<file path="src/design/fes_params.svh">
`ifndef FES_PARAMS_SVH
`define FES_PARAMS_SVH

// ----------------------------------------
// opcodes
// ----------------------------------------
`define FES_OPC_WR_EN      8'h06
`define FES_OPC_WR_DIS     8'h04
`define FES_OPC_ERASE_A    8'h60
`define FES_OPC_ERASE_B    8'hc7
`define FES_OPC_SLEEP      8'hb9
`define FES_OPC_WAKE_ID    8'hab
`define FES_OPC_MAKER_ID   8'h90
`define FES_OPC_IDENT      8'h9f
`define FES_OPC_UID        8'h4b
`define FES_OPC_SUSPEND    8'h75
`define FES_OPC_RESUME     8'h7a
`define FES_OPC_RST_EN     8'h66
`define FES_OPC_RST        8'h99
`define FES_OPC_SRW_A      8'h01
`define FES_OPC_SRW_B      8'h31
`define FES_OPC_SRW_C      8'h11
`define FES_OPC_SEC_ERS    8'h44
`define FES_OPC_SEC_PRG    8'h42
`define FES_OPC_ERS_4K     8'h20
`define FES_OPC_ERS_32K    8'h52
`define FES_OPC_ERS_64K    8'hd8
`define FES_OPC_PAGE_A     8'h02
`define FES_OPC_PAGE_B     8'h32

// ----------------------------------------
// frame layout
// ----------------------------------------
`define FES_BITS_OPC       6'h08
`define FES_OPC_LAST       6'h07
`define FES_HDR_ADDR       6'h20
`define FES_HDR_UID        6'h28
`define FES_BITCNT_MAX     6'h3f
`define FES_LAST_WAKE      7'h07
`define FES_LAST_MAKER     7'h0f
`define FES_LAST_IDENT     7'h17
`define FES_ID_MSB         7'h7f
`define FES_PROT_ALL       3'h7
`define FES_PIN_CS         0
`define FES_PIN_SCLK       1
`define FES_PIN_SI         2
`define FES_PIN_RST        3'h1
`define FES_TMR_W          32
`define FES_TMR_ONE        32'h1

// ----------------------------------------
// timing
// ----------------------------------------
`define FES_CLK_MHZ        50
`define FES_SLEEP_NS       3000
`define FES_WAKE_NS        3000
`define FES_SUS_NS         20000
`define FES_RESUME_NS      200
`define FES_ERASE_ALL_US   20000
`define FES_PROG_US        600
`define FES_SECT_US        45000
`define FES_SLEEP_CYC  ((`FES_SLEEP_NS*`FES_CLK_MHZ+999)/1000)
`define FES_WAKE_CYC   ((`FES_WAKE_NS*`FES_CLK_MHZ+999)/1000)
`define FES_SUS_CYC    ((`FES_SUS_NS*`FES_CLK_MHZ)/1000)
`define FES_RESUME_CYC ((`FES_RESUME_NS*`FES_CLK_MHZ)/1000)
`define FES_ERASE_ALL_CYC (`FES_ERASE_ALL_US*`FES_CLK_MHZ)
`define FES_PROG_CYC   (`FES_PROG_US*`FES_CLK_MHZ)
`define FES_SECT_CYC   (`FES_SECT_US*`FES_CLK_MHZ)

`endif

</file>
<file path="src/design/fes_pkg.sv">
package fes_pkg;

   // ----------------------------------------
   // operation sequencer states
   // ----------------------------------------
   typedef enum logic [2:0] {
      FES_IDLE       = 3'h0,
      FES_BUSY       = 3'h1,
      FES_SUSPENDING = 3'h3,
      FES_SUSPENDED  = 3'h2,
      FES_RESUMING   = 3'h6
   } fes_state_t;

   // ----------------------------------------
   // kind of self-timed operation
   // ----------------------------------------
   typedef enum logic [1:0] {
      FES_OPK_NONE = 2'h0,
      FES_OPK_PROG = 2'h1,
      FES_OPK_SECT = 2'h2,
      FES_OPK_CHIP = 2'h3
   } fes_opk_t;

endpackage : fes_pkg

</file>
<file path="src/design/fes_pin_sync.sv">
`timescale 1ns/1ps
`include "fes_params.svh"

module fes_pin_sync (
   // clock and reset
   input  wire logic mclk,
   input  wire logic reset,
   // raw pins
   input  wire logic csN,
   input  wire logic sclk,
   input  wire logic si,
   // synchronised view
   output logic      csLvlN,
   output logic      siLvl,
   output logic      sclkRise,
   output logic      sclkFall,
   output logic      csFall,
   output logic      csRise
);
   logic [2:0] meta_q;
   logic [2:0] sync_q;
   logic [2:0] prev_q;

   // ----------------------------------------
   // two-stage synchroniser, then edge stage
   // ----------------------------------------
   always_ff @(posedge mclk) begin
      if (reset) begin
         meta_q <= `FES_PIN_RST;
         sync_q <= `FES_PIN_RST;
         prev_q <= `FES_PIN_RST;
      end else begin
         meta_q <= {si, sclk, csN};
         sync_q <= meta_q;
         prev_q <= sync_q;
      end
   end

   assign csLvlN   = sync_q[`FES_PIN_CS];
   assign siLvl    = sync_q[`FES_PIN_SI];
   assign sclkRise = sync_q[`FES_PIN_SCLK] & ~prev_q[`FES_PIN_SCLK];
   assign sclkFall = ~sync_q[`FES_PIN_SCLK] & prev_q[`FES_PIN_SCLK];
   assign csFall   = ~sync_q[`FES_PIN_CS] & prev_q[`FES_PIN_CS];
   assign csRise   = sync_q[`FES_PIN_CS] & ~prev_q[`FES_PIN_CS];

endmodule : fes_pin_sync

</file>
<file path="src/design/fes_timer.sv">
`timescale 1ns/1ps
`include "fes_params.svh"

module fes_timer (
   // clock and reset
   input  wire logic                  mclk,
   input  wire logic                  reset,
   // control
   input  wire logic                  load,
   input  wire logic [`FES_TMR_W-1:0] loadVal,
   input  wire logic                  run,
   // status
   output logic                       done,
   output logic                       busy
);
   logic [`FES_TMR_W-1:0] cnt_q;

   // ----------------------------------------
   // down counter, holds while run is low
   // ----------------------------------------
   always_ff @(posedge mclk) begin
      if (reset) begin
         cnt_q <= '0;
      end else if (load) begin
         cnt_q <= loadVal;
      end else if (run && busy) begin
         cnt_q <= cnt_q - `FES_TMR_ONE;
      end
   end

   assign busy = (cnt_q != '0);
   assign done = run && !load && (cnt_q == `FES_TMR_ONE);

endmodule : fes_timer

</file>
<file path="src/design/fes_cmd_core.sv">
`timescale 1ns/1ps
`include "fes_params.svh"

// How it works
// [RULE1] 60h and c7h both erase whole array
// [RULE2] whole erase needs write enable latch set
// [RULE3] erase only if frame ends after bit eight
// [RULE4] erase sets busy flag, clears enable latch
// [RULE5] erase only when protection fully off
// [RULE6] b9h frame enters sleep after delay
// [RULE7] sleeping device takes only wake, reset
// [RULE8] sleep command refused while cycle runs
// [RULE9] reset leaves device in standby
// [RULE10] abh wakes; commands refused during delay
// [RULE11] abh after dummies streams device id
// [RULE12] abh ignored while busy flag set
// [RULE13] 90h plus address gives maker, device
// [RULE14] 9fh streams maker, type, capacity bytes
// [RULE15] 9fh not decoded while busy
// [RULE16] 4bh plus address, dummy gives uid
// [RULE17] suspend only during program or erase
// [RULE18] suspend flag now, busy clears later
// [RULE19] program suspend refuses listed commands
// [RULE20] erase suspend refuses listed commands
// [RULE21] resume clears flag, busy returns quickly
// [RULE22] 66h then 99h resets volatile state
// [RULE23] bits msb first on rising clock edge
module fes_cmd_core
   import fes_pkg::*;
#(
   parameter int unsigned    ERASE_ALL_CYC = `FES_ERASE_ALL_CYC,
   parameter int unsigned    PROG_CYC      = `FES_PROG_CYC,
   parameter int unsigned    SECT_CYC      = `FES_SECT_CYC,
   // identity values, arbitrary
   parameter logic [7:0]     MAKER_ID      = 8'h5a,
   parameter logic [7:0]     DEVICE_ID     = 8'h3c,
   parameter logic [7:0]     MEM_TYPE      = 8'h41,
   parameter logic [7:0]     CAPACITY      = 8'h17,
   parameter logic [127:0]   UNIQUE_ID     =
      128'h0123_4567_89ab_cdef_fedc_ba98_7654_3210
) (
   // clock and reset
   input  wire logic        mclk,
   input  wire logic        reset,
   // serial pins
   input  wire logic        csN,
   input  wire logic        sclk,
   input  wire logic        si,
   output logic             so,
   output logic             soOe,
   // protection settings
   input  wire logic [2:0]  protectRangeBits,
   input  wire logic        protectComplement,
   // other self-timed operations
   input  wire logic        extOpStart,
   input  wire logic        extOpIsProg,
   // frame decode for other logic
   output logic [7:0]       frameOpcode,
   output logic             frameOpcodeValid,
   output logic             frameRefused,
   // status
   output logic             writeInProgressFlag,
   output logic             writeEnableLatch,
   output logic [1:0]       suspendFlags,
   output logic             deepSleep,
   output logic             wakeBusy,
   output logic             chipEraseGo
);

   // ----------------------------------------
   // timing
   // ----------------------------------------
   localparam int unsigned SLEEP_CYC  = `FES_SLEEP_CYC;
   localparam int unsigned WAKE_CYC   = `FES_WAKE_CYC;
   localparam int unsigned SUS_CYC    = `FES_SUS_CYC;
   localparam int unsigned RESUME_CYC = `FES_RESUME_CYC;

   // ----------------------------------------
   // declarations
   // ----------------------------------------
   logic        csLvlN;
   logic        siLvl;
   logic        sclkRise;
   logic        sclkFall;
   logic        csFall;
   logic        csRise;
   logic [5:0]  bitCnt_q;
   logic [6:0]  shift_q;
   logic [7:0]  opcode_q;
   logic        opValid_q;
   logic [6:0]  outIdx_q;
   logic        so_q;
   logic        soOe_q;
   logic        wel_q;
   logic        deepSleep_q;
   logic        sleepPend_q;
   logic        wakeBusy_q;
   logic        rstArmed_q;
   fes_state_t  state_q;
   fes_state_t  state_d;
   fes_opk_t    kind_q;
   fes_opk_t    kind_d;
   logic        opDone;
   logic        dlyDone;
   logic        opLoad;
   logic        dlyLoad;
   logic [31:0] opLoadVal;
   logic [31:0] dlyLoadVal;

   // ----------------------------------------
   // pin synchroniser
   // ----------------------------------------
   fes_pin_sync uSync (
      .mclk     (mclk),
      .reset    (reset),
      .csN      (csN),
      .sclk     (sclk),
      .si       (si),
      .csLvlN   (csLvlN),
      .siLvl    (siLvl),
      .sclkRise (sclkRise),
      .sclkFall (sclkFall),
      .csFall   (csFall),
      .csRise   (csRise)
   );

   // ----------------------------------------
   // frame capture
   // ----------------------------------------
   wire rise     = sclkRise & ~csLvlN;
   wire fall     = sclkFall & ~csLvlN;
   wire cntFull  = (bitCnt_q == `FES_BITCNT_MAX);
   wire lastOpc  = (bitCnt_q == `FES_OPC_LAST);
   wire [5:0] bitCntInc = bitCnt_q + 6'h01;

   always_ff @(posedge mclk) begin
      if (reset || csFall) begin
         bitCnt_q  <= '0;
         shift_q   <= '0;
         opcode_q  <= '0;
         opValid_q <= 1'b0;
      end else if (rise) begin
         bitCnt_q <= cntFull ? bitCnt_q : bitCntInc;
         shift_q  <= {shift_q[5:0], siLvl}; // [RULE23]
         if (lastOpc) begin
            opcode_q  <= {shift_q, siLvl};
            opValid_q <= 1'b1;
         end
      end
   end

   // ----------------------------------------
   // opcode decode
   // ----------------------------------------
   wire isEraseAll = (opcode_q == `FES_OPC_ERASE_A) |
                     (opcode_q == `FES_OPC_ERASE_B); // [RULE1]
   wire isWrEn     = (opcode_q == `FES_OPC_WR_EN);
   wire isWrDis    = (opcode_q == `FES_OPC_WR_DIS);
   wire isSleep    = (opcode_q == `FES_OPC_SLEEP);
   wire isWakeId   = (opcode_q == `FES_OPC_WAKE_ID);
   wire isMakerId  = (opcode_q == `FES_OPC_MAKER_ID);
   wire isIdent    = (opcode_q == `FES_OPC_IDENT);
   wire isUid      = (opcode_q == `FES_OPC_UID);
   wire isSusp     = (opcode_q == `FES_OPC_SUSPEND);
   wire isRes      = (opcode_q == `FES_OPC_RESUME);
   wire isRstEn    = (opcode_q == `FES_OPC_RST_EN);
   wire isRst      = (opcode_q == `FES_OPC_RST);
   wire isSrWrite  = (opcode_q == `FES_OPC_SRW_A) |
                     (opcode_q == `FES_OPC_SRW_B) |
                     (opcode_q == `FES_OPC_SRW_C);
   wire isSecErs   = (opcode_q == `FES_OPC_SEC_ERS);
   wire isSecPrg   = (opcode_q == `FES_OPC_SEC_PRG);
   wire isErase    = (opcode_q == `FES_OPC_ERS_4K) |
                     (opcode_q == `FES_OPC_ERS_32K) |
                     (opcode_q == `FES_OPC_ERS_64K) | isEraseAll;
   wire isPageProg = (opcode_q == `FES_OPC_PAGE_A) |
                     (opcode_q == `FES_OPC_PAGE_B);
   wire isRead     = isWakeId | isMakerId | isIdent | isUid;

   // ----------------------------------------
   // device status
   // ----------------------------------------
   wire write_in_progress_flag       = (state_q == FES_BUSY) |
                    (state_q == FES_SUSPENDING);
   wire susActive = (state_q == FES_SUSPENDING) |
                    (state_q == FES_SUSPENDED);
   wire susProg   = susActive & (kind_q == FES_OPK_PROG);
   wire susErase  = susActive & (kind_q == FES_OPK_SECT);
   wire sleepLike = deepSleep_q | sleepPend_q;
   wire protectOk = ((protectRangeBits == '0) & ~protectComplement) |
                    ((protectRangeBits == `FES_PROT_ALL) &
                     protectComplement); // [RULE5]

   // ----------------------------------------
   // refusal
   // ----------------------------------------
   wire blockInProg  = isSrWrite | isSecErs | isSecPrg | isErase |
                       isPageProg; // [RULE19]
   wire blockInErase = isSrWrite | isSecErs | isErase; // [RULE20]
   wire sleepOk      = isWakeId | isRstEn | isRst;
   wire refused      = opValid_q & (
                       (sleepLike & ~sleepOk) | // [RULE7]
                       wakeBusy_q | // [RULE10]
                       (susProg & blockInProg) | // [RULE19]
                       (susErase & blockInErase) | // [RULE20]
                       (write_in_progress_flag & (isWakeId | isIdent))); // [RULE12] [RULE15]

   // ----------------------------------------
   // execution at end of frame
   // ----------------------------------------
   wire frameEnd  = csRise & opValid_q;
   wire exact8    = (bitCnt_q == `FES_BITS_OPC); // [RULE3]
   wire exec      = frameEnd & exact8 & ~refused;
   wire execErase = exec & isEraseAll & wel_q & protectOk &
                    (state_q == FES_IDLE); // [RULE2] [RULE4]
   wire execSleep = exec & isSleep & ~write_in_progress_flag &
                    (state_q != FES_RESUMING); // [RULE6] [RULE8]
   wire execWake  = frameEnd & isWakeId & sleepLike &
                    ~wakeBusy_q &
                    (bitCnt_q >= `FES_BITS_OPC); // [RULE10]
   wire execSusp  = exec & isSusp & (state_q == FES_BUSY) &
                    ((kind_q == FES_OPK_PROG) |
                     (kind_q == FES_OPK_SECT)); // [RULE17]
   wire execRes   = exec & isRes &
                    (state_q == FES_SUSPENDED); // [RULE21]
   wire execWrEn  = exec & isWrEn;
   wire execWrDis = exec & isWrDis;
   wire execRstEn = exec & isRstEn;
   wire swReset   = exec & isRst & rstArmed_q; // [RULE22]
   wire extGo     = extOpStart & (state_q == FES_IDLE) & wel_q &
                    ~sleepLike & ~wakeBusy_q;

   // ----------------------------------------
   // timers
   // ----------------------------------------
   assign opLoad     = execErase | extGo | swReset;
   assign opLoadVal  = swReset     ? '0 :
                       execErase   ? ERASE_ALL_CYC :
                       extOpIsProg ? PROG_CYC : SECT_CYC;
   assign dlyLoad    = execSleep | execWake | execSusp | execRes |
                       swReset;
   assign dlyLoadVal = swReset   ? '0 :
                       execSleep ? SLEEP_CYC :
                       execWake  ? WAKE_CYC :
                       execSusp  ? SUS_CYC : RESUME_CYC;

   fes_timer uOpTmr (
      .mclk    (mclk),
      .reset   (reset),
      .load    (opLoad),
      .loadVal (opLoadVal),
      .run     (state_q == FES_BUSY),
      .done    (opDone),
      .busy    ()
   );

   fes_timer uDlyTmr (
      .mclk    (mclk),
      .reset   (reset),
      .load    (dlyLoad),
      .loadVal (dlyLoadVal),
      .run     (1'b1),
      .done    (dlyDone),
      .busy    ()
   );

   // ----------------------------------------
   // operation sequencer
   // ----------------------------------------
   always_comb begin
      state_d = state_q;
      kind_d  = kind_q;
      case (state_q)
         FES_IDLE: begin
            if (execErase) begin
               state_d = FES_BUSY; // [RULE4]
               kind_d  = FES_OPK_CHIP;
            end else if (extGo) begin
               state_d = FES_BUSY;
               kind_d  = extOpIsProg ? FES_OPK_PROG : FES_OPK_SECT;
            end
         end
         FES_BUSY: begin
            if (execSusp) begin
               state_d = FES_SUSPENDING; // [RULE18]
            end else if (opDone) begin
               state_d = FES_IDLE; // [RULE4]
               kind_d  = FES_OPK_NONE;
            end
         end
         FES_SUSPENDING: begin
            if (dlyDone) begin
               state_d = FES_SUSPENDED; // [RULE18]
            end
         end
         FES_SUSPENDED: begin
            if (execRes) begin
               state_d = FES_RESUMING; // [RULE21]
            end
         end
         FES_RESUMING: begin
            if (dlyDone) begin
               state_d = FES_BUSY; // [RULE21]
            end
         end
         default: begin
            state_d = FES_IDLE;
            kind_d  = FES_OPK_NONE;
         end
      endcase
      if (swReset) begin
         state_d = FES_IDLE; // [RULE22]
         kind_d  = FES_OPK_NONE;
      end
   end

   always_ff @(posedge mclk) begin
      if (reset) begin
         state_q <= FES_IDLE;
         kind_q  <= FES_OPK_NONE;
      end else begin
         state_q <= state_d;
         kind_q  <= kind_d;
      end
   end

   // ----------------------------------------
   // write enable latch
   // ----------------------------------------
   always_ff @(posedge mclk) begin
      if (reset) begin
         wel_q <= 1'b0;
      end else if (execWrEn) begin
         wel_q <= 1'b1;
      end else if (execWrDis || opLoad) begin
         wel_q <= 1'b0; // [RULE4] [RULE22]
      end
   end

   // ----------------------------------------
   // sleep, wake and reset arming
   // ----------------------------------------
   always_ff @(posedge mclk) begin
      if (reset || swReset) begin
         deepSleep_q <= 1'b0; // [RULE9] [RULE22]
         sleepPend_q <= 1'b0;
         wakeBusy_q  <= 1'b0;
      end else if (execSleep) begin
         sleepPend_q <= 1'b1; // [RULE6]
      end else if (execWake) begin
         deepSleep_q <= 1'b0; // [RULE10]
         sleepPend_q <= 1'b0;
         wakeBusy_q  <= 1'b1;
      end else if (dlyDone && sleepPend_q) begin
         deepSleep_q <= 1'b1; // [RULE6]
         sleepPend_q <= 1'b0;
      end else if (dlyDone && wakeBusy_q) begin
         wakeBusy_q <= 1'b0; // [RULE10]
      end
   end

   always_ff @(posedge mclk) begin
      if (reset) begin
         rstArmed_q <= 1'b0;
      end else if (frameEnd) begin
         rstArmed_q <= execRstEn; // [RULE22]
      end
   end

   // ----------------------------------------
   // identification output
   // ----------------------------------------
   wire [5:0] hdrBits = isIdent ? `FES_BITS_OPC :
                        isUid   ? `FES_HDR_UID : `FES_HDR_ADDR;
   wire [6:0] lastIdx = isWakeId  ? `FES_LAST_WAKE :
                        isMakerId ? `FES_LAST_MAKER :
                        isIdent   ? `FES_LAST_IDENT : `FES_ID_MSB;
   wire [127:0] outVec =
      isWakeId  ? {DEVICE_ID, 120'h0} : // [RULE11]
      isMakerId ? {MAKER_ID, DEVICE_ID, 112'h0} : // [RULE13]
      isIdent   ? {MAKER_ID, MEM_TYPE, CAPACITY, 104'h0} : // [RULE14]
                  UNIQUE_ID; // [RULE16]
   wire outGo  = fall & opValid_q & isRead & ~refused &
                 (bitCnt_q >= hdrBits);
   wire outBit = outVec[`FES_ID_MSB - outIdx_q];
   wire idxEnd = (outIdx_q == lastIdx);

   always_ff @(posedge mclk) begin
      if (reset || csFall || csRise) begin
         so_q     <= 1'b0;
         soOe_q   <= 1'b0;
         outIdx_q <= '0;
      end else if (outGo) begin
         so_q     <= outBit; // [RULE11] [RULE14]
         soOe_q   <= 1'b1;
         outIdx_q <= idxEnd ? '0 : outIdx_q + 7'h01;
      end
   end

   // ----------------------------------------
   // outputs
   // ----------------------------------------
   assign so                  = so_q;
   assign soOe                = soOe_q;
   assign frameOpcode         = opcode_q;
   assign frameOpcodeValid    = opValid_q;
   assign frameRefused        = refused;
   assign writeInProgressFlag = write_in_progress_flag;
   assign writeEnableLatch    = wel_q;
   assign suspendFlags        = {susErase, susProg}; // [RULE18]
   assign deepSleep           = deepSleep_q;
   assign wakeBusy            = wakeBusy_q;
   assign chipEraseGo         = execErase;

endmodule : fes_cmd_core

</file>
<file path="config.mk">
export PLATFORM = sky130hd
export DESIGN_NAME = fes_cmd_core
export DESIGN_NICKNAME = d
export VERILOG_FILES = /design/src/design/fes_pkg.sv /design/src/design/fes_pin_sync.sv /design/src/design/fes_timer.sv /design/src/design/fes_cmd_core.sv
export VERILOG_INCLUDE_DIRS = /design/src /design/src/design
export SDC_FILE = /design/constraint.sdc
export NUM_CORES = 1
export LEC_CHECK = 0
export BUFFER_PORTS_ARGS = -buffer_cell sky130_fd_sc_hd__buf_2
export CAP_MARGIN = 30
export CORE_MARGIN = 3
export CORE_UTILIZATION = 50
export DETAILED_ROUTE_END_ITERATION = 8
export GPL_TIMING_DRIVEN = 0
export PLACE_DENSITY_LB_ADDON = 0.2
export SYNTH_ARGS = -nofsm -noshare
export SYNTH_HDL_FRONTEND = slang
export SYNTH_SLANG_ARGS = --single-unit
</file>
<file path="constraint.sdc">
create_clock -name mclk -period 6.4 [get_ports mclk]
set_input_delay 1.28 -clock mclk [delete_from_list [all_inputs] [get_ports mclk]]
set_output_delay 1.28 -clock mclk [all_outputs]
set_load 0.02 [all_outputs]
</file>
# --- Yosys cells after proc, flatten, opt, wreduce, memory -nomap -nowiden ---
# Index checks and enable logic that the tools add are counted.
word_totals:
  register_bits: 113
  out_inout_bits: 19
  word_cells: 241
op_classes:
  n_addsub: 5
  n_lt_le_gt_ge: 3
  eq_ne: 45
  muxes: 46
  bitwise_logic: 93
  n_reduce_logical: 30
op_table:
  columns: ["cell", "n"]
  rows:
  - ["127-bit 2-to-1 mux", 3]
  - ["32-bit 2-to-1 mux", 4]
  - ["22-bit 2-to-1 mux", 3]
  - ["32-bit by 1-bit equality test with 1-bit output (second input constant)", 2]
  - ["8-bit by 7-bit equality test with 1-bit output (second input constant)", 8]
  - ["32-bit nonzero test", 2]
  - ["32-bit by 1-bit subtractor with 32-bit output (second input constant)", 2]
  - ["8-bit equality test (second input constant)", 7]
  - ["1-bit bitwise AND", 47]
  - ["10-bit 2-to-1 mux", 4]
  - ["1-bit OR", 33]
  - ["7-bit 2-to-1 mux", 4]
  - ["8-bit by 6-bit equality test with 1-bit output (second input constant)", 3]
  - ["3-bit 2-to-1 mux", 7]
  - ["8-bit by 3-bit equality test with 1-bit output (second input constant)", 2]
  - ["3-bit case mux with 5 select lines", 1]
  - ["1-bit inverter", 13]
  - ["2-bit inequality test (second input constant)", 6]
  - ["1-bit 2-to-1 mux", 11]
  - ["2-bit 2-to-1 mux", 5]
  - ["2-bit nonzero test", 5]
  - ["3-bit inequality test (second input constant)", 3]
  - ["8-bit by 1-bit equality test with 1-bit output (second input constant)", 1]
  - ["8-bit by 2-bit equality test with 1-bit output (second input constant)", 1]
  - ["other kinds (31)", 45]

# --- Longest topological paths before layout ---
# Gate-level depths: netlist of the first run.
depth:
  depth_word: 27
  depth_mapped: 14

# --- Modules after synthesis ---
# From an unflattened synthesis of the first run, not the netlist that was laid out.
hier_totals:
  cells_unflattened: 910
  area_unflattened_um2: 7389.6
by_module_without_submodules:
  columns: ["mod", "n_inst", "cells_each", "area_per_inst_um2", "seq_area_each_um2"]
  rows:
  - ["fes_cmd_core", 1, 399, 3034.2, 820.8]
  - ["fes_timer (uOpTmr)", 1, 243, 2067.0, 640.6]
  - ["fes_timer (uDlyTmr)", 1, 248, 2053.2, 640.6]
  - ["fes_pin_sync", 1, 20, 235.2, 160.2]

# --- Worst setup path before layout of the first run ---
# No wires, ideal clock.
synth_timing:
  path_type: "in2out"
  start: "input port protectRangeBits[0]"
  end: "output port chipEraseGo"
  arrival_ns: 2.299
  path_slack_ns: 2.821
  path_stages: 5
  cell_sequence: "nor4_1 nor2_1 nor3_1 nand2_1 inv_1"
synth_via:
  elab_chain_len: 5
synth_lines:
  columns: ["item", "line", "source"]
  rows:
  - ["from (decl)", "fes_cmd_core.sv:52", "input wire logic [2:0] protectRangeBits,"]
  - ["3-bit equality test (no source line) / 3-bit logical NOT (equally long branches)", null, null]
  - ["1-bit bitwise AND (on tied branches)", "fes_cmd_core.sv:191, fes_cmd_core.sv:190", null]
  - ["1-bit OR *", "fes_cmd_core.sv:190", "wire protectOk = ((protectRangeBits == '0) & ~protectComplement) |"]
  - ["1-bit bitwise AND * (2 in a row)", "fes_cmd_core.sv:214", "wire execErase = exec & isEraseAll & wel_q & protectOk &"]
  - ["to (decl)", "fes_cmd_core.sv:67", "output logic chipEraseGo"]
# Every way passes the cells marked *; elsewhere a longest branch is shown, timed or not.

# --- Worst setup path in the final report of the first run ---
layout_timing:
  start: "register bitCnt_q[4]"
  end: "output port chipEraseGo"
layout_via:
  elab_chain_len: 7
layout_lines:
  columns: ["item", "line", "source"]
  rows:
  - ["from (decl)", "fes_cmd_core.sv:87", "logic [5:0] bitCnt_q;"]
  - ["from (signal assigned)", "fes_cmd_core.sv:143", "bitCnt_q <= cntFull ? bitCnt_q : bitCntInc;"]
  - ["6-bit by 4-bit equality test with 1-bit output (no source line)", null, null]
  - ["1-bit bitwise AND (2 in a row)", "fes_cmd_core.sv:213", "wire exec = frameEnd & exact8 & ~refused;"]
  - ["1-bit bitwise AND (4 in a row)", "fes_cmd_core.sv:214", null]
# No other way between the ends.

==> results of run 1 <==
[stage by stage]
stage	utilization	worst slack, ns	total power [mW]
after floorplan	-	2.82	1.48
after global placement	0.545	2.34	1.60
after detailed placement	0.545	2.27	1.64
after CTS	0.593	1.99	2.62
after global routing	0.593	1.69	2.76
final	0.593	1.96	2.61
[routing by layer]
metal / vias to the layer above / share of wire / GRT usage
met5: - / 0 / 0
met4: 0 / 0.013 / 0.0772
met3: 25 / 0.059 / 0.0650
met2: 204 / 0.47 / 0.399
met1: 2996 / 0.46 / 0.318
li1: 3083 / - / -
[state kept, by name, indices dropped and copies added, names as in the netlist, 2 cells and up]
signal / count
frameOpcode: 8
uSync.meta_q: 3
shift_q: 7
state_q: 3
uSync.prev_q: 2
uOpTmr.cnt_q: 32
uSync.sync_q: 3
kind_q: 2
bitCnt_q: 6
uDlyTmr.cnt_q: 32
outIdx_q: 7
[cell usage in the layout (no fill, tap or decap), types with 5 or more instances in the layout]
cell type                   instances
sky130_fd_sc_hd__or4_1             13
sky130_fd_sc_hd__nor2b_1           13
sky130_fd_sc_hd__buf_4              5
sky130_fd_sc_hd__or3_1             26
sky130_fd_sc_hd__nor4_1            20
sky130_fd_sc_hd__dfxtp_1          113
sky130_fd_sc_hd__nand4_1           19
sky130_fd_sc_hd__o31ai_1           12
sky130_fd_sc_hd__a31oi_1            5
sky130_fd_sc_hd__nor2_1           112
sky130_fd_sc_hd__xnor2_1           34
sky130_fd_sc_hd__and2_1             8
sky130_fd_sc_hd__a21oi_1           53
sky130_fd_sc_hd__ha_1              11
sky130_fd_sc_hd__nand4b_1           5
sky130_fd_sc_hd__o211ai_1           7
sky130_fd_sc_hd__nor3_1            37
sky130_fd_sc_hd__buf_2             38
sky130_fd_sc_hd__nand2b_1          11
sky130_fd_sc_hd__nand3_1           19
sky130_fd_sc_hd__nand2_1           58
sky130_fd_sc_hd__mux2i_1           18
sky130_fd_sc_hd__nand3b_1           5
sky130_fd_sc_hd__xor2_1            17
sky130_fd_sc_hd__clkbuf_1          25
sky130_fd_sc_hd__and4_1             5
sky130_fd_sc_hd__or2_2             15
sky130_fd_sc_hd__o21ai_0           30
sky130_fd_sc_hd__inv_1             30
sky130_fd_sc_hd__clkbuf_16         17
sky130_fd_sc_hd__a211oi_1          11
[path summary, 6_finish.rpt]
check / startpoint / to / slack [ns] / depth (start not counted)
hold / removal: uSync.meta_q[0] / uSync.sync_q[0] / 0.42 / 1
setup reg to reg: frameOpcode[5] / outIdx_q[0] / 2.63 / 13
hold reg to reg: uSync.meta_q[0] / uSync.sync_q[0] / 0.42 / 1
setup / recovery: bitCnt_q[4] / chipEraseGo / 1.96 / 7
[critical path, cell delays in order, from the launching register on]
cell and delay [ns]:
sky130_fd_sc_hd__dfxtp_1 0.36, sky130_fd_sc_hd__or2_2 0.32, sky130_fd_sc_hd__nor4_1 0.53, sky130_fd_sc_hd__o31a_1 0.44, sky130_fd_sc_hd__buf_2 0.28, sky130_fd_sc_hd__nand2_1 0.28, sky130_fd_sc_hd__inv_1 0.31, sky130_fd_sc_hd__buf_2 0.22
[kinds of logic (layout without fill, tap and decap cells)]
family                     count (synthesis)  in the layout  synth area share
DFF                                      113            113             0.344
muxes                                     18             18            0.0274
buffers and inverters                     72            134            0.0489
adders and majority gates                 11             11            0.0209
and+or+nand+nor                          390            390             0.316
xor gates and xnor gates                  51             51            0.0679
AOI/OAI and AO/OA                        167            167             0.175
[layout make-up]
cell class	count	share of cell area
sequential	113	0.300
tap	172	0.0285
multi-input combinational	637	0.529
timing repair buffer	30	0.0199
clock inverter	10	0.0176
clock buffer	22	0.0628
buffer	42	0.0277
inverter	30	0.0149
[power by group through the flow]
stage / registers [mW] / logic, mW / clock network [mW]
floorplan: 0.885 / 0.595 / 0
global placement: 0.899 / 0.702 / 0
detailed placement: 0.907 / 0.736 / 0
CTS: 0.893 / 0.745 / 0.980
global route: 0.912 / 0.838 / 1.02
finish: 0.896 / 0.747 / 0.967
==> results.md, run 1 <==
Run status:
- The run finished with clean final reports.

Die:
- After floorplanning, the core was divided into 41 placement rows.
- The die boundary height is 121 um.
- The floorplan step set the die width to 121 um.
- The initial core utilization is 0.517.
- The number of primary I/O pins is 30.
- The standard cell core area is 12700 sq um.
- The die covers approximately 15000 sq um.

Power:
- Of the total power, the share spent switching nets is 0.329.
- Power spread over the standard cell area amounts to between 300 and 400 nW/um^2.
- Summed over all nets, the switching power comes to between 0.8 and 0.9 mW.
- The worst IR drop on VDD is 0.215 mV.
- The design internal power is 1.75 mW.
- The proportion of power drawn by the clock network is 0.370.
- The relative contribution of combinational cells to total power is 0.286.
- Of the total power, registers draw 0.343.
- The analysis attributes to cell leakage a power of 2.92 nW.

STA:
- The count of final max-slew check failures is 0.
- Setup repair after global routing left no endpoint under its margin.
- The aggregate negative setup slack is 0 ns.
- The final critical-path required period is 4.44 ns.
- The number of setup violations in the final report is 0.
- The smallest hold slack is 0.416 ns.
- The worst-case headroom to the max-slew limit is 0.351.
- The worst-margin pin slew is about 0.97 ns.
- The share of the cycle needed by the critical path after routing is 0.694.
- For this run, the top clock speed supported by timing is 225 MHz.
- The number of failing hold endpoints at the final stage is 0.
- Across the routed clock network, the largest skew measured is between 0.007 and 0.008 ns.

Logic synthesis:
- The most common cell in the synthesized netlist is sky130_fd_sc_hd__dfxtp_1.
- When the netlist entered floorplanning its net count stood at roughly 840.
- The synthesized netlist contains 75 unique library cells.
- Sorting the synthesized cells by area gives the leading types as sky130_fd_sc_hd__dfxtp_1 (34%), sky130_fd_sc_hd__nor2_1 (6.4%), sky130_fd_sc_hd__xnor2_1 (4.5%).
- The share of synthesized area in the top cell type comes to 0.344.
- The per-instance average area after synthesis is 8.00 sq um.
- Synthesis produced a netlist whose cell count is approximately 820.
- The biggest area contributor in the post-synthesis netlist is sky130_fd_sc_hd__dfxtp_1.
- By count the netlist is led by sky130_fd_sc_hd__dfxtp_1 (113), sky130_fd_sc_hd__nor2_1 (112), sky130_fd_sc_hd__nand2_1 (58), sky130_fd_sc_hd__a21oi_1 (53), sky130_fd_sc_hd__nor3_1 (37).
- In this run, synthesis inferred 0 flip-flops with an integrated enable.
- The fraction of synthesis flops using an asynchronous set or reset pin is 0.
- The synthesized design contains about 110 register bits.
- For this run, the number of Yosys warnings is 0.
- The main flop type after synthesis is sky130_fd_sc_hd__dfxtp_1.
- The portion of the post-synthesis area used by sequential elements is 0.344.
- The area of the mapped netlist is approximately 6600 sq um.

Cells and area:
- Relative to the synthesized area, the layout overhead comes to 14.8%.
- The number of inserted diodes is 0.
- The count of non-filler cells in the finished layout is 1056.
- Registers take 2260 sq um.
- After filler insertion, the fill cell instance count of the layout stands at roughly 1200.
- The share of post-route cells with drive strength above 1 is 0.124.
- The multi-input combinational cells in the finished layout cover a total of 3990 sq um.
- In the final design database the tool counted 893 nets.
- The finished cells cover 7550 sq um.

Routing:
- The routed layout has 6308 vias.
- The count of routing violations after the opening detailed-route iteration is 511.
- The wire length per cell is 16.3 um.
- For this block, the routed nets add up to 17200 um of wire.
- For this run, design rule violations remaining after detail routing come to 0.
- The count of nets left with antenna violations once routing finished came out at 0.
- For this run, the detailed router's first-pass iteration total came to 5.
- Dividing the detail-routed via count by the number of cells gives roughly 6.0.

Clocking:
- The post-CTS repair timing setup buffer count is 0.
- The H-tree level count is 4.
- The clock tree from TritonCTS is done.
- Counting the buffers created by CTS gives 17.
- The maximum buffer depth of the clock tree is 2.
- The clock drives 113 sinks.
- The cts-stage hold buffer count is 0.
- Once the clock tree was built, the resizer swapped 0 gates to a different size.
- The clock latency reported for the late side of the worst-skew pair is approximately 0.42 ns.
- Clock-pin slew was measured on the worst setup and hold paths at ~0.050 ns.
- The library cell used as clock root buffer is sky130_fd_sc_hd__clkbuf_16.

Setup path:
- The type of the worst setup path is register to output pin.
- For the worst setup path, the data required time is 5.12 ns.
- The arrival time reported for the critical path endpoint is 3.16 ns.
- The category of the worst setup path capture point is an output pin.
- STA classifies the critical path startpoint as a register.
- The maximum fanout count along the critical path is 10.

Place:
- At the end of routability-driven placement, the weighted congestion stood at just under 1.
- The placement-stage cell area is 6940 sq um.
- Detailed placement ended at an HPWL of 12500 um.
- Input and output buffers added on the ports amount to 29.
- In this run, placement finished with an instance count of 1024.

GRT:
- The first global-routing pass estimated 29200 um of wire.
- The largest net degree at the start of global routing is 17.
- The initial antenna violation count is 0.
- The all-layer global routing usage is 0.245.
- The total overflow left after global routing is 0.
- The number of global-route vias before repair is about 6000.

Job:
- The number of violations of the max-capacitance limit is 0.

Hold path:
- The kind of path behind the tightest hold check is register to register.
No activity file was read; power rests on OpenSTA's default activity.
==> run 2, diff against run 1 <==
clock period = 3.6 ns   (was 6.4 ns; I/O delays follow)
==> run 2 against run 1 <==
  * Count of clock-buffer cells in the layout stayed put
  * Non-clock buffer count is 1 higher
  * Sequential power grew 77%
  * Core utilization grew 0.43 points
  * Die area unchanged
  * Clock skew decreased by 0.0011 ns
  * Wire length shrank 0.12%
  * Register-to-register slack worse by 2.4 ns
  * Via count about the same
  * Largest power group unchanged
==> results.md, run 2 (synthesis gave the netlist of run 1 again) <==
Run status:
- The run finished with clean final reports.

Clocking:
- The library cell used as clock root buffer is sky130_fd_sc_hd__clkbuf_16.
- The number of hold buffers added after CTS was 0.
- The number of buffers created by CTS is 17.
- The clock tree from TritonCTS is done.
- CTS built an H-tree with a depth of 4.
- The clock transition time at the flip-flop clock pins of the worst setup and hold paths is roughly 0.05 ns.
- The number of sinks on the clock net is 113.
- The clock latency reported for the late side of the worst-skew pair is between 0.4 and 0.5 ns.
- In this run the deepest clock path goes through 2 buffers.

Die:
- The floorplan row count is 41.
- The die covers ~15000 sq um.
- The number of primary I/O pins is 30.
- The standard cell core area is 12700 sq um.
- The die is 121 um tall.
- In this run the horizontal extent of the chip is 121 um.
- The initial core utilization is 0.517.

Cells and area:
- The multi-input combinational cells in the finished layout cover a total of 4030 sq um.
- The final layout contains between 800 and 900 nets.
- The filler cell count is 1198.
- Excluding fillers, the count of instances in the completed layout stands at approximately 1100.
- Leaving out fill and tap cells, the most frequent cells in the layout are sky130_fd_sc_hd__dfxtp_1 (113), sky130_fd_sc_hd__nor2_1 (112), sky130_fd_sc_hd__nand2_1 (57).
- The footprint of the flip-flops and latches is between 2000 and 2500 sq um.
- The share of post-route cells with drive strength above 1 is 0.134.
- The most common cell after layout, fill and taps aside is sky130_fd_sc_hd__dfxtp_1.
- The number of inserted diodes is 0.
- The layout-stage area growth over the synthesis result is 15.6%.

Setup path:
- The worst path required time is ~2.9 ns.
- The worst setup path is launched from a register.
- Of all nets on the critical path, the largest fanout is 10.
- The arrival time reported for the critical path endpoint is between 2 and 3 ns.
- The critical path is of the register to output pin type.
- STA classifies the critical path endpoint as an output pin.

Place:
- The cell total after placement is 1024.
- The half-perimeter wire length after placement is approximately 12000 um.
- The congestion estimate from routability-driven global placement came to 0.962.
- The count of buffers inserted at the top-level ports is 29.

STA:
- The timing-limited maximum frequency is 295 MHz.
- The number of failing hold endpoints at the final stage is 0.
- The worst path needs 3.39 ns of the cycle, external delays included.
- The count of final max-slew check failures was 0.
- At the pin with the least slew margin, the transition time is 0.971 ns.
- In the finished design, the share of the clock period the worst path needs comes to 0.942.
- The smallest hold slack is 0.416 ns.
- Summed over all failing endpoints, the final setup total negative slack is 0 ns.
- Measured against its own limit, the worst slew margin works out to 0.351.
- The number of setup violations in the final report is 0.
- The worst setup skew after layout is 0.00651 ns.
- Setup repair after global routing left no endpoint under its margin.

GRT:
- The largest net degree at the start of global routing is 17.
- The first global-routing pass estimated 29200 um of wire.
- The all-layer global routing usage is 0.246.
- The number of global-route vias before repair is 6094.
- The initial antenna violation count came to 0.
- The remaining global-route overflow is 0.

Routing:
- The final layout contains routed wiring with a total length of 17200 um.
- In this run the remaining antenna-violating nets after routing total 0.
- The via density per instance is 5.96.
- The count of routing violations after the opening detailed-route iteration is 522.
- For this run, the detailed router's first-pass iteration total came to 5.
- The wire length per cell is around 16 um.
- For this run, design rule violations remaining after detail routing come to 0.
- The detailed-route via count is 6305.

Power:
- The standby leakage power is a little under 3 nW.
- The areal power density over the cells is 611 nW/um^2.
- Across the VDD grid, the largest voltage drop is 0.384 mV.

Hold path:
- The min-delay analysis places its worst path in the category register to register.

Job:
- Across the run, the number of max-cap violations was 0.
==> run 2: power breakdown <==
| part | switching, mW | internal, mW |
|---|---|---|
| Combinational | 0.773 | 0.558 |
| Sequential | 0.171 | 1.42 |
| Clock | 0.583 | 1.14 |
| Total | 1.53 | 3.12 |
==> run 2: final timing paths <==
kind                            cells past startpoint             from  slack, ns               to
worst max-delay path                                8   frameOpcode[4]       0.21     frameRefused
worst min-delay path                                1  uSync.meta_q[0]       0.42  uSync.sync_q[0]
worst max register to register                     13   frameOpcode[6]       0.27      outIdx_q[6]
worst min register to register                      1  uSync.meta_q[0]       0.42  uSync.sync_q[0]
==> run 2: layout make-up <==
type | instances | share of cell area
multi-input combinational | 637 | 0.531
sequential | 113 | 0.298
clock buffer | 22 | 0.0624
tap | 172 | 0.0283
buffer | 41 | 0.0270
timing repair buffer | 32 | 0.0217
clock inverter | 10 | 0.0174
inverter | 30 | 0.0148
==> run 2: routing by layer <==
layer | track usage | up-vias | part of all wire
met2 | 0.401 | 203 | 0.47
met4 | 0.0786 | 0 | 0.016
met5 | 0 | - | 0
li1 | - | 3088 | -
met1 | 0.317 | 2980 | 0.46
met3 | 0.0659 | 34 | 0.060
==> run 2: repair_timing <==
action	CTS	global route
endpoints found under the hold margin	0	0
pin swaps	2	0
setup buffers	2	0
resized for setup	2	6
setup endpoints to repair	6	8
==> run 2: critical path, cell delays in order (launching register included) <==
cell and delay [ns]:
sky130_fd_sc_hd__dfxtp_1 0.32, sky130_fd_sc_hd__buf_2 0.19, sky130_fd_sc_hd__or2_2 0.38, sky130_fd_sc_hd__o32a_1 0.43
sky130_fd_sc_hd__a21boi_0 0.17, sky130_fd_sc_hd__a31oi_2 0.38, sky130_fd_sc_hd__nor3_1 0.10, sky130_fd_sc_hd__nor2_1 0.11
sky130_fd_sc_hd__buf_2 0.17
==> run 2: stage by stage <==
step                      total power [mW]  setup slack (ns)  instance area, sq um  utilization
after floorplan                       2.63             0.237                  6570            -
after global placement                2.85            -0.105                  6930        0.545
after detailed placement              2.92            -0.180                  6940        0.545
after CTS                             4.66            0.0185                  7570        0.595
after global routing                  4.92            0.0214                  7600        0.597
final                                 4.64             0.208                  7600        0.597
